===== src/rtl/erl_pkg.sv =====
// register map, reset values and carrier types for the electrode routing register bank
// ============================================================================
package erl_pkg;

    // ========================================================================
    // register indices; byte address is four times the index
    localparam int REG_W = 8;
    localparam logic [5:0] IDX_BIAS_POS = 6'h0D;
    localparam logic [5:0] IDX_BIAS_NEG = 6'h0E;
    localparam logic [5:0] IDX_LO_POS = 6'h0F;
    localparam logic [5:0] IDX_LO_NEG = 6'h10;
    localparam logic [5:0] IDX_POLARITY = 6'h11;
    localparam logic [5:0] IDX_STAT_POS = 6'h12;
    localparam logic [5:0] IDX_STAT_NEG = 6'h13;
    localparam logic [7:0] RST_REG = 8'h00;
    localparam logic [1:0] RESP_OKAY = 2'h0;
    localparam logic [1:0] RESP_SLVERR = 2'h2;

    // ========================================================================
    // carrier for the configuration that leaves the bank
    typedef struct packed {
        logic [7:0] leadoff_current_polarity;
        logic [7:0] leadoff_negative_enable;
        logic [7:0] leadoff_positive_enable;
        logic [7:0] bias_negative_routing;
        logic [7:0] bias_positive_routing;
    } erl_cfg_t;

    typedef enum logic [2:0] {
        SEL_NONE, SEL_BIAS_POS, SEL_BIAS_NEG, SEL_LO_POS,
        SEL_LO_NEG, SEL_POLARITY, SEL_STAT_POS, SEL_STAT_NEG
    } erl_sel_t;

    typedef enum logic [1:0] {
        WR_COLLECT = 2'h1,
        WR_RESP = 2'h2
    } erl_wr_state_t;

    typedef enum logic [1:0] {
        RD_IDLE = 2'h1,
        RD_RESP = 2'h2
    } erl_rd_state_t;

    // ========================================================================
    // byte address to register select; low two address bits are ignored
    function automatic erl_sel_t erl_decode(input logic [7:0] addr);
        erl_sel_t sel;
        sel = SEL_NONE;
        unique case (addr[7:2])
            IDX_BIAS_POS: sel = SEL_BIAS_POS;
            IDX_BIAS_NEG: sel = SEL_BIAS_NEG;
            IDX_LO_POS: sel = SEL_LO_POS;
            IDX_LO_NEG: sel = SEL_LO_NEG;
            IDX_POLARITY: sel = SEL_POLARITY;
            IDX_STAT_POS: sel = SEL_STAT_POS;
            IDX_STAT_NEG: sel = SEL_STAT_NEG;
            default: sel = SEL_NONE;
        endcase
        return sel;
    endfunction

endpackage


===== src/rtl/erl_regs.sv =====
// axi4-lite register bank for electrode bias routing and lead-off detection control
//
// Register access over AXI4-Lite is this design's own decision.
`timescale 1ns/1ps
module erl_regs #(
    parameter int NUM_CHANNELS = 8
) (
    input wire logic aclk,
    input wire logic aresetn,
    input wire logic ce,
    input wire logic [7:0] s_axi_awaddr,
    input wire logic s_axi_awvalid,
    output logic s_axi_awready,
    input wire logic [31:0] s_axi_wdata,
    input wire logic [3:0] s_axi_wstrb,
    input wire logic s_axi_wvalid,
    output logic s_axi_wready,
    output logic [1:0] s_axi_bresp,
    output logic s_axi_bvalid,
    input wire logic s_axi_bready,
    input wire logic [7:0] s_axi_araddr,
    input wire logic s_axi_arvalid,
    output logic s_axi_arready,
    output logic [31:0] s_axi_rdata,
    output logic [1:0] s_axi_rresp,
    output logic s_axi_rvalid,
    input wire logic s_axi_rready,
    input wire logic [7:0] comp_pos_off,
    input wire logic [7:0] comp_neg_off,
    output erl_pkg::erl_cfg_t cfg_q
);

    // ========================================================================
    // channels that exist on this variant; the rest are forced to zero
    localparam logic [7:0] CHAN_MASK = 8'(16'h00FF >> (8 - NUM_CHANNELS));

    erl_pkg::erl_wr_state_t wr_state_q, wr_state_d;
    erl_pkg::erl_rd_state_t rd_state_q, rd_state_d;
    logic aw_have_q, aw_have_d, w_have_q, w_have_d;
    logic [7:0] awaddr_q, awaddr_d;
    logic [7:0] wdata_q, wdata_d;
    logic wstrb_q, wstrb_d;
    logic awready_d, wready_d, bvalid_d, arready_d, rvalid_d;
    logic [1:0] bresp_d, rresp_d;
    logic [31:0] rdata_d;
    erl_pkg::erl_cfg_t cfg_d;
    logic [7:0] electrode_off_positive_flags_q, electrode_off_positive_flags_d;
    logic [7:0] electrode_off_negative_flags_q, electrode_off_negative_flags_d;
    logic wr_en;
    erl_pkg::erl_sel_t wr_sel, rd_sel;
    logic [7:0] wr_val;

    // ========================================================================
    // write channel: address and data collected in either order, then one response
    always_comb begin
        wr_state_d = wr_state_q;
        aw_have_d = aw_have_q;
        w_have_d = w_have_q;
        awaddr_d = awaddr_q;
        wdata_d = wdata_q;
        wstrb_d = wstrb_q;
        bvalid_d = s_axi_bvalid;
        bresp_d = s_axi_bresp;
        wr_en = 1'b0;
        wr_sel = erl_pkg::erl_decode(awaddr_q);
        unique case (wr_state_q)
            erl_pkg::WR_COLLECT: begin
                if (s_axi_awvalid && s_axi_awready) begin
                    aw_have_d = 1'b1;
                    awaddr_d = s_axi_awaddr;
                end
                if (s_axi_wvalid && s_axi_wready) begin
                    w_have_d = 1'b1;
                    wdata_d = s_axi_wdata[7:0];
                    wstrb_d = s_axi_wstrb[0];
                end
                // commit only from stored copies so both orders behave the same
                if (aw_have_q && w_have_q) begin
                    wr_en = 1'b1;
                    bvalid_d = 1'b1;
                    bresp_d = (wr_sel == erl_pkg::SEL_NONE) ? erl_pkg::RESP_SLVERR
                                                            : erl_pkg::RESP_OKAY;
                    wr_state_d = erl_pkg::WR_RESP;
                end
            end
            erl_pkg::WR_RESP: begin
                if (s_axi_bready) begin
                    bvalid_d = 1'b0;
                    aw_have_d = 1'b0;
                    w_have_d = 1'b0;
                    wr_state_d = erl_pkg::WR_COLLECT;
                end
            end
        endcase
        awready_d = (wr_state_d == erl_pkg::WR_COLLECT) && !aw_have_d;
        wready_d = (wr_state_d == erl_pkg::WR_COLLECT) && !w_have_d;
    end

    // ========================================================================
    // bank registers; absent channel bits never store, so their effects stay off
    always_comb begin
        cfg_d = cfg_q;
        wr_val = wdata_q & CHAN_MASK;
        if (wr_en && wstrb_q) begin
            unique case (wr_sel)
                erl_pkg::SEL_BIAS_POS: cfg_d.bias_positive_routing = wr_val;
                erl_pkg::SEL_BIAS_NEG: cfg_d.bias_negative_routing = wr_val;
                erl_pkg::SEL_LO_POS: cfg_d.leadoff_positive_enable = wr_val;
                erl_pkg::SEL_LO_NEG: cfg_d.leadoff_negative_enable = wr_val;
                erl_pkg::SEL_POLARITY: cfg_d.leadoff_current_polarity = wr_val;
                default: cfg_d = cfg_q; // status is read-only, writes ignored
            endcase
        end
        // off flags follow the comparators: 1 means electrode off
        electrode_off_positive_flags_d = comp_pos_off & CHAN_MASK;
        electrode_off_negative_flags_d = comp_neg_off & CHAN_MASK;
    end

    // ========================================================================
    // read channel: data is captured at acceptance so it holds while rvalid waits
    always_comb begin
        rd_state_d = rd_state_q;
        rvalid_d = s_axi_rvalid;
        rdata_d = s_axi_rdata;
        rresp_d = s_axi_rresp;
        rd_sel = erl_pkg::erl_decode(s_axi_araddr);
        unique case (rd_state_q)
            erl_pkg::RD_IDLE: begin
                if (s_axi_arvalid && s_axi_arready) begin
                    rvalid_d = 1'b1;
                    rresp_d = erl_pkg::RESP_OKAY;
                    rdata_d = 32'h0000_0000; // upper bits read as zero
                    unique case (rd_sel)
                        erl_pkg::SEL_BIAS_POS: rdata_d[7:0] = cfg_q.bias_positive_routing;
                        erl_pkg::SEL_BIAS_NEG: rdata_d[7:0] = cfg_q.bias_negative_routing;
                        erl_pkg::SEL_LO_POS: rdata_d[7:0] = cfg_q.leadoff_positive_enable;
                        erl_pkg::SEL_LO_NEG: rdata_d[7:0] = cfg_q.leadoff_negative_enable;
                        erl_pkg::SEL_POLARITY: rdata_d[7:0] = cfg_q.leadoff_current_polarity;
                        erl_pkg::SEL_STAT_POS: rdata_d[7:0] = electrode_off_positive_flags_q;
                        erl_pkg::SEL_STAT_NEG: rdata_d[7:0] = electrode_off_negative_flags_q;
                        default: rresp_d = erl_pkg::RESP_SLVERR;
                    endcase
                    rd_state_d = erl_pkg::RD_RESP;
                end
            end
            erl_pkg::RD_RESP: begin
                if (s_axi_rready) begin
                    rvalid_d = 1'b0;
                    rd_state_d = erl_pkg::RD_IDLE;
                end
            end
        endcase
        arready_d = (rd_state_d == erl_pkg::RD_IDLE);
    end

    // ========================================================================
    // state registers; ce low freezes everything, bus included
    always_ff @(posedge aclk) begin
        if (!aresetn) begin
            wr_state_q <= erl_pkg::WR_COLLECT;
            rd_state_q <= erl_pkg::RD_IDLE;
            aw_have_q <= 1'b0;
            w_have_q <= 1'b0;
            awaddr_q <= 8'h00;
            wdata_q <= 8'h00;
            wstrb_q <= 1'b0;
            s_axi_awready <= 1'b0;
            s_axi_wready <= 1'b0;
            s_axi_bvalid <= 1'b0;
            s_axi_bresp <= erl_pkg::RESP_OKAY;
            s_axi_arready <= 1'b0;
            s_axi_rvalid <= 1'b0;
            s_axi_rdata <= 32'h0000_0000;
            s_axi_rresp <= erl_pkg::RESP_OKAY;
            cfg_q <= '0;
            electrode_off_positive_flags_q <= erl_pkg::RST_REG;
            electrode_off_negative_flags_q <= erl_pkg::RST_REG;
        end else if (ce) begin
            wr_state_q <= wr_state_d;
            rd_state_q <= rd_state_d;
            aw_have_q <= aw_have_d;
            w_have_q <= w_have_d;
            awaddr_q <= awaddr_d;
            wdata_q <= wdata_d;
            wstrb_q <= wstrb_d;
            s_axi_awready <= awready_d;
            s_axi_wready <= wready_d;
            s_axi_bvalid <= bvalid_d;
            s_axi_bresp <= bresp_d;
            s_axi_arready <= arready_d;
            s_axi_rvalid <= rvalid_d;
            s_axi_rdata <= rdata_d;
            s_axi_rresp <= rresp_d;
            cfg_q <= cfg_d;
            electrode_off_positive_flags_q <= electrode_off_positive_flags_d;
            electrode_off_negative_flags_q <= electrode_off_negative_flags_d;
        end
    end

    // ========================================================================
    // checks on the bank
    logic wr_go;
    assign wr_go = ce && wr_en && wstrb_q;

    AST_NEG_ROUTE: assert property (@(posedge aclk) disable iff (!aresetn)
        wr_go && wr_sel == erl_pkg::SEL_BIAS_NEG
        |=> cfg_q.bias_negative_routing == ($past(wdata_q) & CHAN_MASK))
        else $error("negative bias routing not written");
    AST_UPPER_ZERO: assert property (@(posedge aclk) disable iff (!aresetn)
        s_axi_rvalid |-> s_axi_rdata[31:8] == 24'h000000)
        else $error("read data upper bits not zero");
    AST_POS_ENABLE: assert property (@(posedge aclk) disable iff (!aresetn)
        wr_go && wr_sel == erl_pkg::SEL_LO_POS
        |=> cfg_q.leadoff_positive_enable == ($past(wdata_q) & CHAN_MASK))
        else $error("positive lead-off enable not written");
    AST_NEG_ENABLE: assert property (@(posedge aclk) disable iff (!aresetn)
        wr_go && wr_sel == erl_pkg::SEL_LO_NEG
        |=> cfg_q.leadoff_negative_enable == ($past(wdata_q) & CHAN_MASK))
        else $error("negative lead-off enable not written");
    AST_POLARITY: assert property (@(posedge aclk) disable iff (!aresetn)
        wr_go && wr_sel == erl_pkg::SEL_POLARITY
        |=> cfg_q.leadoff_current_polarity == ($past(wdata_q) & CHAN_MASK))
        else $error("polarity not written");
    AST_POS_ROUTE: assert property (@(posedge aclk) disable iff (!aresetn)
        wr_go && wr_sel == erl_pkg::SEL_BIAS_POS
        |=> cfg_q.bias_positive_routing == ($past(wdata_q) & CHAN_MASK) ##1
        $stable(cfg_q.bias_positive_routing) || $past(wr_go))
        else $error("positive bias routing not written or not held");
    AST_OFF_FLAGS: assert property (@(posedge aclk) disable iff (!aresetn)
        ce |=> electrode_off_positive_flags_q == ($past(comp_pos_off) & CHAN_MASK)
        && electrode_off_negative_flags_q == ($past(comp_neg_off) & CHAN_MASK))
        else $error("off flags do not follow comparators");
    AST_ABSENT_OFF: assert property (@(posedge aclk) disable iff (!aresetn)
        ((cfg_q.bias_positive_routing | cfg_q.bias_negative_routing
        | cfg_q.leadoff_positive_enable | cfg_q.leadoff_negative_enable
        | cfg_q.leadoff_current_polarity) & ~CHAN_MASK) == 8'h00)
        else $error("absent channel bit is active");
    AST_BRESP_NEXT: assert property (@(posedge aclk) disable iff (!aresetn)
        wr_en && ce |=> s_axi_bvalid && !s_axi_awready && !s_axi_wready)
        else $error("write response late");
    // clock enable low must hold configuration, off flags and the write response still
    AST_CE_FREEZE: assert property (@(posedge aclk) disable iff (!aresetn)
        !ce |=> $stable(cfg_q) && $stable(electrode_off_positive_flags_q)
        && $stable(electrode_off_negative_flags_q) && $stable(s_axi_bvalid))
        else $error("state moved while clock enable was low");

    COV_WRITE: cover property (@(posedge aclk) disable iff (!aresetn)
        s_axi_bvalid && s_axi_bready && s_axi_bresp == erl_pkg::RESP_OKAY);
    COV_READ: cover property (@(posedge aclk) disable iff (!aresetn)
        s_axi_rvalid && s_axi_rready && s_axi_rdata[7:0] != 8'h00);
    COV_BAD_ADDR: cover property (@(posedge aclk) disable iff (!aresetn)
        s_axi_rvalid && s_axi_rresp == erl_pkg::RESP_SLVERR);
    COV_OFF_FLAG: cover property (@(posedge aclk) disable iff (!aresetn)
        electrode_off_negative_flags_q != 8'h00);

endmodule


===== config.mk =====
export PLATFORM = sky130hd
export DESIGN_NAME = erl_regs
export DESIGN_NICKNAME = d
export VERILOG_FILES = /design/src/rtl/erl_pkg.sv /design/src/rtl/erl_regs.sv
export SDC_FILE = /design/constraint.sdc
export NUM_CORES = 1
export LEC_CHECK = 0
export ABC_AREA = 1
export BUFFER_PORTS_ARGS = -buffer_cell sky130_fd_sc_hd__buf_4
export CORE_UTILIZATION = 28
export DETAILED_ROUTE_END_ITERATION = 6
export SYNTH_ARGS = -nofsm -noshare
export SYNTH_HDL_FRONTEND = slang
export SYNTH_SLANG_ARGS = --single-unit

===== constraint.sdc =====
create_clock -name aclk -period 1.6 [get_ports aclk]
set_input_delay 0.32 -clock aclk [delete_from_list [all_inputs] [get_ports aclk]]
set_output_delay 0.32 -clock aclk [all_outputs]
set_load 0.1 [all_outputs]

==> results of run 1 <==
[layout make-up]
type                    instances  share of cell area
inverters                      40             0.02741
clock inverters                 6             0.01690
multi-input cells             447              0.3659
flip-flops and latches         92              0.3369
clock buffers                  10             0.04363
well taps                     184             0.04203
repair buffers                117              0.1672
[final timing paths]
kind | startpoint | endpoint | slack, ns | cells after the start
worst max-delay path | wr_state_q[1] | wdata_q[7] | 0.17 | 7
worst min register to register | s_axi_rvalid | s_axi_rvalid | 0.45 | 2
worst max register to register | wr_state_q[1] | wdata_q[7] | 0.17 | 7
worst min-delay path | comp_neg_off[5] | electrode_off_negative_flags_q[5] | 0.19 | 3
[power groups by stage]
stage / clock [W] / combinational, W / sequential (W)
final: 0.00237 / 0.000691 / 0.00240
after global routing: 0.00249 / 0.000745 / 0.00241
after CTS: 0.00242 / 0.000692 / 0.00240
after detailed placement: 0 / 0.000691 / 0.00245
after global placement: 0 / 0.000691 / 0.00245
after floorplan: 0 / 0.000498 / 0.00250
[metrics by stage]
stage          hold slack [ns]  power (W)  cells  area (um2)
2_1_floorplan           0.4453   0.002998    623        4269
3_3_place_gp            0.4429   0.003145    880        5146
3_5_place_dp            0.4494   0.003144    880        5146
4_1_cts                 0.1832   0.005515    896        5478
5_1_grt                 0.1904   0.005642    896        5478
6_report                0.1899   0.005459    896        5478
[sequential cells by signal, indices dropped and copies added (netlist names), 2 cells and up]
register	cells
wdata_q	8
wr_state_q	2
electrode_off_positive_flags_q	8
s_axi_rdata	8
electrode_off_negative_flags_q	8
cfg_q	40
awaddr_q	6
rd_state_q	2
[per-layer routing]
metal / global-route usage / vias up / wire length [um]
met2: 0.2642 / 115 / 5601
li1: - / 2141 / -
met5: 0 / - / 0
met1: 0.2149 / 1828 / 5661
met3: 0.04167 / 16 / 750
met4: 0.06027 / 0 / 210
[cell usage in the layout, fill, tap and decap left out, types with 25 or more instances in the layout]
cell / synthesis / final
o21ai_0: 42 / 42
dfxtp_1: 92 / 89
buf_4: 26 / 114
nand2_1: 128 / 128
nand4_1: 25 / 25
inv_1: 31 / 31
conb_1: 1 / 26
nor2_1: 109 / 109
nand3_1: 37 / 37
a21oi_1: 59 / 59
[logic make-up after synthesis]
group | count (synthesis) | share of synthesized area
compound gates | 107 | 0.1311
buf+inv | 84 | 0.1005
flops | 92 | 0.4415
other cells | 1 | 0.0008990
simple gates | 314 | 0.3260
[worst max-delay path, delay by kind of cell, from the launching register on]
family | cells | cell delay (ns)
AOI/OAI and AO/OA | 1 | 0.26
buffers and inverters | 3 | 0.40
DFF | 1 | 0.30
and+or+nand+nor | 3 | 0.35
==> results.json, run 1 <==
{
  "wl_um": 12220,
  "finalHoldViolCount": 0,
  "yosysUniqueCellTypes": 25,
  "worst_slack_ns": 0.1709,
  "clkPwrFrac": 0.434,
  "rsz0062_at_grt": "no",
  "track_usage": 0.1657,
  "start_util": 0.2870,
  "syn_avg_cell_area_um2": 6.976,
  "outcome": "finished, final reports clean",
  "htreeDepth": 3,
  "yosysMostFrequentCell": "nand2_1",
  "critPathMaxStageDelay_ns": 0.30,
  "clk_pin_slew_ns": 0.07,
  "switching_share": 0.2799,
  "ys_ff_latch": 92,
  "firstDrtPassIters": 4,
  "p_int_w": 0.003931,
  "fmax_ghz": 0.6998,
  "cts_setup_buffers": 0,
  "utilization": 0.3769,
  "drv_slew": 0,
  "power_density_mw_per_mm2": 996.5,
  "p_seq_frac": 0.440,
  "dpl.hpwl_um": 9251,
  "rows": 44,
  "seq_area_mm2": 0.001846,
  "insertion_delay_ns": 0.35,
  "slowest_stage": "dfxtp_1",
  "viasPerCell": 4.576,
  "root_buffer": "clkbuf_16",
  "synthesis.instances": 598,
  "drcViolationCount": 0,
  "antenna_found_initial": 0,
  "grt_max_degree": 39,
  "p_comb_frac": 0.127,
  "synth_top_area_share": 0.4415,
  "async_flop_share": 0,
  "layout-drive-gt1-share": 0.2177,
  "die_area_mm2": 0.01539,
  "arrival_ns": 1.66,
  "io_pins": 157,
  "vias": 4100,
  "synth_commonest_cells": "nand2_1, nor2_1, dfxtp_1, a21oi_1, o21ai_0",
  "drt_iter0_markers": 282,
  "path_class": "register to register",
  "synth_top_cell_by_area": "dfxtp_1",
  "ir_worst_vdd_mv": 0.4684,
  "crit_top_cell": "inv_1",
  "multi_input_area_mm2": 0.002004,
  "postCtsResizedCells": 0,
  "synth_area_mm2": 0.004172,
  "grt_pass1_wl_um": 18980,
  "cts_buffers": 9,
  "clockBufferDepth": 2,
  "portBuffers": 99,
  "synth_edf_count": 0,
  "syn2layout_area_growth_pct": 31.31,
  "nets": 783,
  "path_max_fanout": 6,
  "fin_crit_ns": 1.429,
  "dp_slack_ns": 0.04205,
  "cp-start-kind": "register",
  "cts_hold_buf": 0,
  "fin_crit_sh": 0.8932,
  "dieHeight_um": 124.1,
  "p_switching_w": 0.001528,
  "leakagePower_nw": 2.401,
  "fin_skew_ns": 0.01128,
  "ys_top_cells_by_area": "dfxtp_1, nand2_1, nor2_1, a21oi_1, o21ai_0",
  "synth-main-ff-cell": "dfxtp_1",
  "coreArea_mm2": 0.01453,
  "gp_congestion": 0.8394,
  "grt_pass1_vias": 3705,
  "final.setup.tns_ns": 0,
  "crit_path_end_kind": "register",
  "maxCapViolations": 0,
  "num_antenna_cells": 0,
  "synth-seq-area-share": 0.4415,
  "grt.overflow.total": 0,
  "cp_cell_sequence": "inv_1 -> nand2_1 -> inv_1 -> nand4_1 -> buf_4 -> o21ai_0 -> nor2_1",
  "clock-sinks": 92,
  "hp-class": "input pin to register",
  "worstPathRequired_ns": 1.83,
  "die_w_um": 124.1,
  "antenna_left": 0,
  "fillCellCount": 1597,
  "synth.yosys.warnings": 0,
  "wl_per_cell_um": 13.64,
  "setup_viol_count_final": 0,
  "cts_tree": "yes"
}
Power figures use the tool's default switching activity.
==> run 2: changes to the inputs <==
- CAP_MARGIN: not set -> 10
- PLACE_DENSITY_LB_ADDON: not set -> 0.15
==> results.json, run 2 (same netlist as run 1, synthesis figures left out) <==
{
  "outcome": "finished, final reports clean",
  "layout_common_cells": "nand2_1, buf_4, nor2_1, dfxtp_1, a21oi_1",
  "insertion_delay_ns": 0.35,
  "antenna_left": 0,
  "fin_skew_ns": 0.007439,
  "clock-sinks": 92,
  "dp_slack_ns": 0.01236,
  "wl_um": 12910,
  "grt_pass1_wl_um": 19750,
  "htreeDepth": 3,
  "fmax_ghz": 0.6734,
  "vias": 4146,
  "die_w_um": 124.1,
  "leakagePower_nw": 2.373,
  "nets": 785,
  "slowest_stage": "dfxtp_1",
  "syn2layout_area_growth_pct": 30.02,
  "layout-drive-gt1-share": 0.2160,
  "clk_pin_slew_ns": 0.07,
  "io_pins": 157,
  "critPathMaxStageDelay_ns": 0.30,
  "dieHeight_um": 124.1,
  "cts_tree": "yes",
  "final_cells": 897,
  "slew_headroom": 0.6563,
  "coreArea_mm2": 0.01453,
  "cp-start-kind": "register",
  "cts_buffers": 9,
  "rsz0062_at_grt": "no",
  "gp_congestion": 0.7818,
  "placed_area_mm2": 0.005139,
  "path_max_fanout": 7,
  "antenna_found_initial": 0,
  "path_class": "register to register",
  "dp.cells": 879,
  "grt_max_degree": 45,
  "grt_pass1_vias": 3727,
  "power_density_mw_per_mm2": 925.8,
  "portBuffers": 99,
  "regMostFlops": "cfg_q",
  "fin_crit_sh": 0.9281,
  "rows": 44,
  "final_common_cell": "nand2_1",
  "arrival_ns": 1.77,
  "wl_per_cell_um": 14.39,
  "num_antenna_cells": 0,
  "drt_iter0_markers": 219,
  "viasPerCell": 4.622,
  "finalHoldViolCount": 0,
  "worstPathRequired_ns": 1.88,
  "track_usage": 0.1741,
  "fin_crit_ns": 1.485,
  "die_area_mm2": 0.01539,
  "worst_slack_ns": 0.1151,
  "root_buffer": "clkbuf_16",
  "cp_cell_sequence": "inv_1 -> nand2_1 -> buf_4 -> nor2_4 -> nand2_4 -> nor2_4 -> buf_4 -> nand2_1 -> a21oi_1",
  "hp-class": "input pin to register",
  "firstDrtPassIters": 7,
  "clockBufferDepth": 2,
  "ir_worst_vdd_mv": 0.4586,
  "start_util": 0.2870,
  "grt.overflow.total": 0,
  "drcViolationCount": 0,
  "setup_viol_count_final": 0,
  "dpl.hpwl_um": 9669,
  "design_area_mm2": 0.005424,
  "worst_pin_slew_ns": 0.5136,
  "maxCapViolations": 0,
  "largest_reg_flops": 40,
  "final.setup.tns_ns": 0,
  "crit_path_end_kind": "register",
  "drv_slew": 0
}
-- run 2: cell types whose count changed in the layout (fill, tap and decap cells not counted), sizes merged --
cell,previous run,this run
buf,117,119
clkbuf,10,13
bufinv,2,0
inv,40,38
-- run 2: metrics by stage --
stage / util / hold WS [ns] / power (W)
5_1_grt: 0.3732 / 0.1909 / 0.005227
4_1_cts: 0.3710 / 0.1891 / 0.005081
3_5_place_dp: 0.3536 / 0.4485 / 0.003153
6_report: 0.3732 / 0.1976 / 0.005022
2_1_floorplan: - / 0.4453 / 0.002998
3_3_place_gp: 0.3536 / 0.4463 / 0.003148
-- run 2: final cells by class --
class | count | area, um2
Timing Repair Buffer | 119 | 930.9
Tap cell | 184 | 230.2
Clock inverter | 2 | 12.51
Clock buffer | 13 | 240.2
Sequential cell | 92 | 1846
Inverter | 40 | 156.4
Multi-Input combinational cell | 447 | 2008
Fill cell | 1569 | 9110
-- run 2: power breakdown --
part           switching [W]  leakage, nW  internal (W)
clock network       0.000874        0.120       0.00104
logic               0.000535         1.51      0.000163
registers          0.0000553        0.748       0.00235
-- run 2: path summary, 6_finish.rpt --
path / slack (ns) / cells past startpoint / from / end
setup / recovery: 0.12 / 9 / wr_state_q[1] / cfg_q[18]
hold / removal: 0.20 / 3 / comp_pos_off[4] / electrode_off_positive_flags_q[4]
setup reg to reg: 0.12 / 9 / wr_state_q[1] / cfg_q[18]
hold reg to reg: 0.45 / 2 / s_axi_rvalid / s_axi_rvalid
-- run 2: repair_timing --
action,in CTS,in global routing
setup buffers,0,3
resized for setup,0,3
setup endpoints to repair,0,28
hold buffers,0,0
-- run 2: critical path: cells and delay by family (launching register included) --
kind | cells | cell delay [ns]
AO/OA/AOI/OAI | 1 | 0.15
flip-flops | 1 | 0.30
AND/OR/NAND/NOR | 5 | 0.58
buffers and inverters | 3 | 0.39
-- run 2: metal layers --
layer	global-route usage	up-vias	part of all wire
met5	0	-	0
met4	0.04762	0	0.012
met3	0.05495	13	0.067
met2	0.2838	129	0.46
met1	0.2198	1874	0.46
li1	-	2130	-
==> run 3: changes to the inputs <==
- ABC_AREA: 1 -> 0
- PLACE_DENSITY: not set -> 0.58
- PLACE_DENSITY_LB_ADDON: 0.15 -> not set
==> results.json, run 3 <==
{
  "outcome": "finished, final reports clean",
  "firstDrtPassIters": 4,
  "die_w_um": 124.5,
  "path_max_fanout": 16,
  "fillCellCount": 1461,
  "grt.overflow.total": 0,
  "critPathMaxStageDelay_ns": 0.40,
  "regMostFlops": "cfg_q",
  "synth_commonest_cells": "dfxtp_1, a21oi_1, nand3_1, o21ai_0, nor2_1",
  "utilization": 0.3773,
  "final_common_cell": "buf_4",
  "dpl.hpwl_um": 9156,
  "arrival_ns": 1.78,
  "power.total_w": 0.005299,
  "use_met2": 0.2541,
  "wl_um": 12150,
  "setup_viol_count_final": 0,
  "largest_reg_flops": 40,
  "synth_area_mm2": 0.004203,
  "synth-seq-area-share": 0.4382,
  "cp_top_family": "simple AND/OR/NAND/NOR gates",
  "busiest_layer": "met2",
  "final.setup.tns_ns": 0,
  "viasPerCell": 4.890,
  "layout-drive-gt1-share": 0.3080,
  "drv_slew": 0,
  "syn_avg_cell_area_um2": 8.942,
  "power_density_mw_per_mm2": 962.7,
  "fin_crit_ns": 1.565,
  "fin_skew_ns": 0.007523,
  "fin_crit_sh": 0.9781,
  "grt_use_met1": 0.1998,
  "synth_top_area_share": 0.4382,
  "num_antenna_cells": 0,
  "finalHoldViolCount": 0,
  "yosysUniqueCellTypes": 44,
  "rows": 44,
  "grt_max_degree": 29,
  "insertion_delay_ns": 0.35,
  "root_buffer": "clkbuf_16",
  "ys_top_cells_by_area": "dfxtp_1, mux2i_1, a21oi_1, nand3_1, o21ai_0",
  "antenna_left": 0,
  "antenna_found_initial": 0,
  "clock-sinks": 92,
  "yosysMostFrequentCell": "dfxtp_1",
  "dieHeight_um": 124.5,
  "worstPathRequired_ns": 1.82,
  "gp_congestion": 0.8430,
  "grt.met3_usage": 0.04510,
  "portBuffers": 99,
  "start_util": 0.2881,
  "clockBufferDepth": 2,
  "wl_per_cell_um": 15.95,
  "async_flop_share": 0,
  "maxCapViolations": 0,
  "leakagePower_nw": 2.201,
  "nets": 649,
  "syn2layout_area_growth_pct": 30.96,
  "vias": 3726,
  "synth_top_cell_by_area": "dfxtp_1",
  "cp-start-kind": "register",
  "htreeDepth": 3,
  "synth-main-ff-cell": "dfxtp_1",
  "grt_pass1_wl_um": 19080,
  "synth.yosys.warnings": 0,
  "rsz0062_at_grt": "yes",
  "ir_worst_vdd_mv": 0.5124,
  "drcViolationCount": 0,
  "synthesis.instances": 470,
  "cts_hold_buf": 0,
  "synth_edf_count": 0,
  "cts_buffers": 9,
  "fmax_ghz": 0.6390,
  "hp-class": "input pin to register",
  "path_class": "register to register",
  "drt_iter0_markers": 204,
  "cp.buffers_inverters": 1,
  "cts_tree": "yes",
  "coreArea_mm2": 0.01459,
  "slowest_stage": "or3b_4",
  "track_usage": 0.1560,
  "cp_cell_sequence": "or3b_4 -> or3_1 -> buf_6 -> o21ai_1 -> a21oi_1",
  "die_area_mm2": 0.01550,
  "io_pins": 157,
  "grt_pass1_vias": 3481,
  "crit_path_end_kind": "register",
  "layout_common_cells": "buf_4, dfxtp_1, a21oi_1, nand3_1, nor2_1",
  "clk_pin_slew_ns": 0.07,
  "ys_ff_latch": 92
}
## run 3: cell count changes after synthesis, moves of 18 or more
cell / change
nand4_1: -25
nor2_1: -74
nand2_1: -105
inv_1: -27
mux2i_1: +34
nand3_1: +18
## run 3: final cells by class
cell class / count / area, um2 / area share
clock buffer: 10 / 229.0 / 0.04160
clock inverter: 6 / 62.56 / 0.01137
inverter: 5 / 18.77 / 0.003410
multi-input combinational: 342 / 2116 / 0.3844
sequential: 92 / 1867 / 0.3392
tap: 184 / 230.2 / 0.04183
timing repair buffer: 123 / 980.9 / 0.1782
## run 3: final timing paths
check / cells past startpoint / to / startpoint / slack [ns]
worst max register to register: 5 / cfg_q[30] / awaddr_q[4] / 0.04
worst min register to register: 2 / cfg_q[38] / cfg_q[38] / 0.48
worst min-delay path: 3 / wdata_q[2] / s_axi_wdata[2] / 0.21
worst max-delay path: 5 / cfg_q[30] / awaddr_q[4] / 0.04
## run 3: report_power, final
group          internal, W  leakage (nW)  switching [W]
logic             0.000206          1.30       0.000555
clock network      0.00121         0.147       0.000916
registers          0.00235         0.755      0.0000576
total              0.00377          2.20        0.00153
## run 3: cells by family after synthesis
group	Yosys count	share of synthesized area
AOI/OAI and AO/OA	136	0.1822
buffers and inverters	61	0.08306
DFF	92	0.4382
muxes	42	0.1238
other	1	0.0008923
and+or+nand+nor	138	0.1718
## run 3: what timing repair did
item	4_1_cts	5_1_grt
setup buffers	0	0
setup endpoints to repair	21	20
gates resized for setup	2	13
## run 3: metal layers
metal	share of wire	vias up
met1	0.45	1747
met4	0.013	0
met5	0	-
met3	0.062	11
li1	-	1849
met2	0.48	119
## run 3: worst reg2reg max path: cells and delay by family, from the launching register on
| family | cells | cell delay (ns) |
|---|---|---|
| buffers and inverters | 1 | 0.17 |
| and+or+nand+nor | 2 | 0.73 |
| DFF | 1 | 0.32 |
| AOI/OAI and AO/OA | 2 | 0.22 |
## run 3: per-stage QoR
step	cell area (um2)	instances	hold slack, ns	setup WS, ns
floorplan	4327	495	0.4409	-0.1054
global placement	5194	746	0.4606	-0.008678
detailed placement	5194	746	0.4652	-0.06328
CTS	5492	762	0.2036	0.007170
global route	5504	762	0.2028	-0.03923
finish	5504	762	0.2098	0.03508
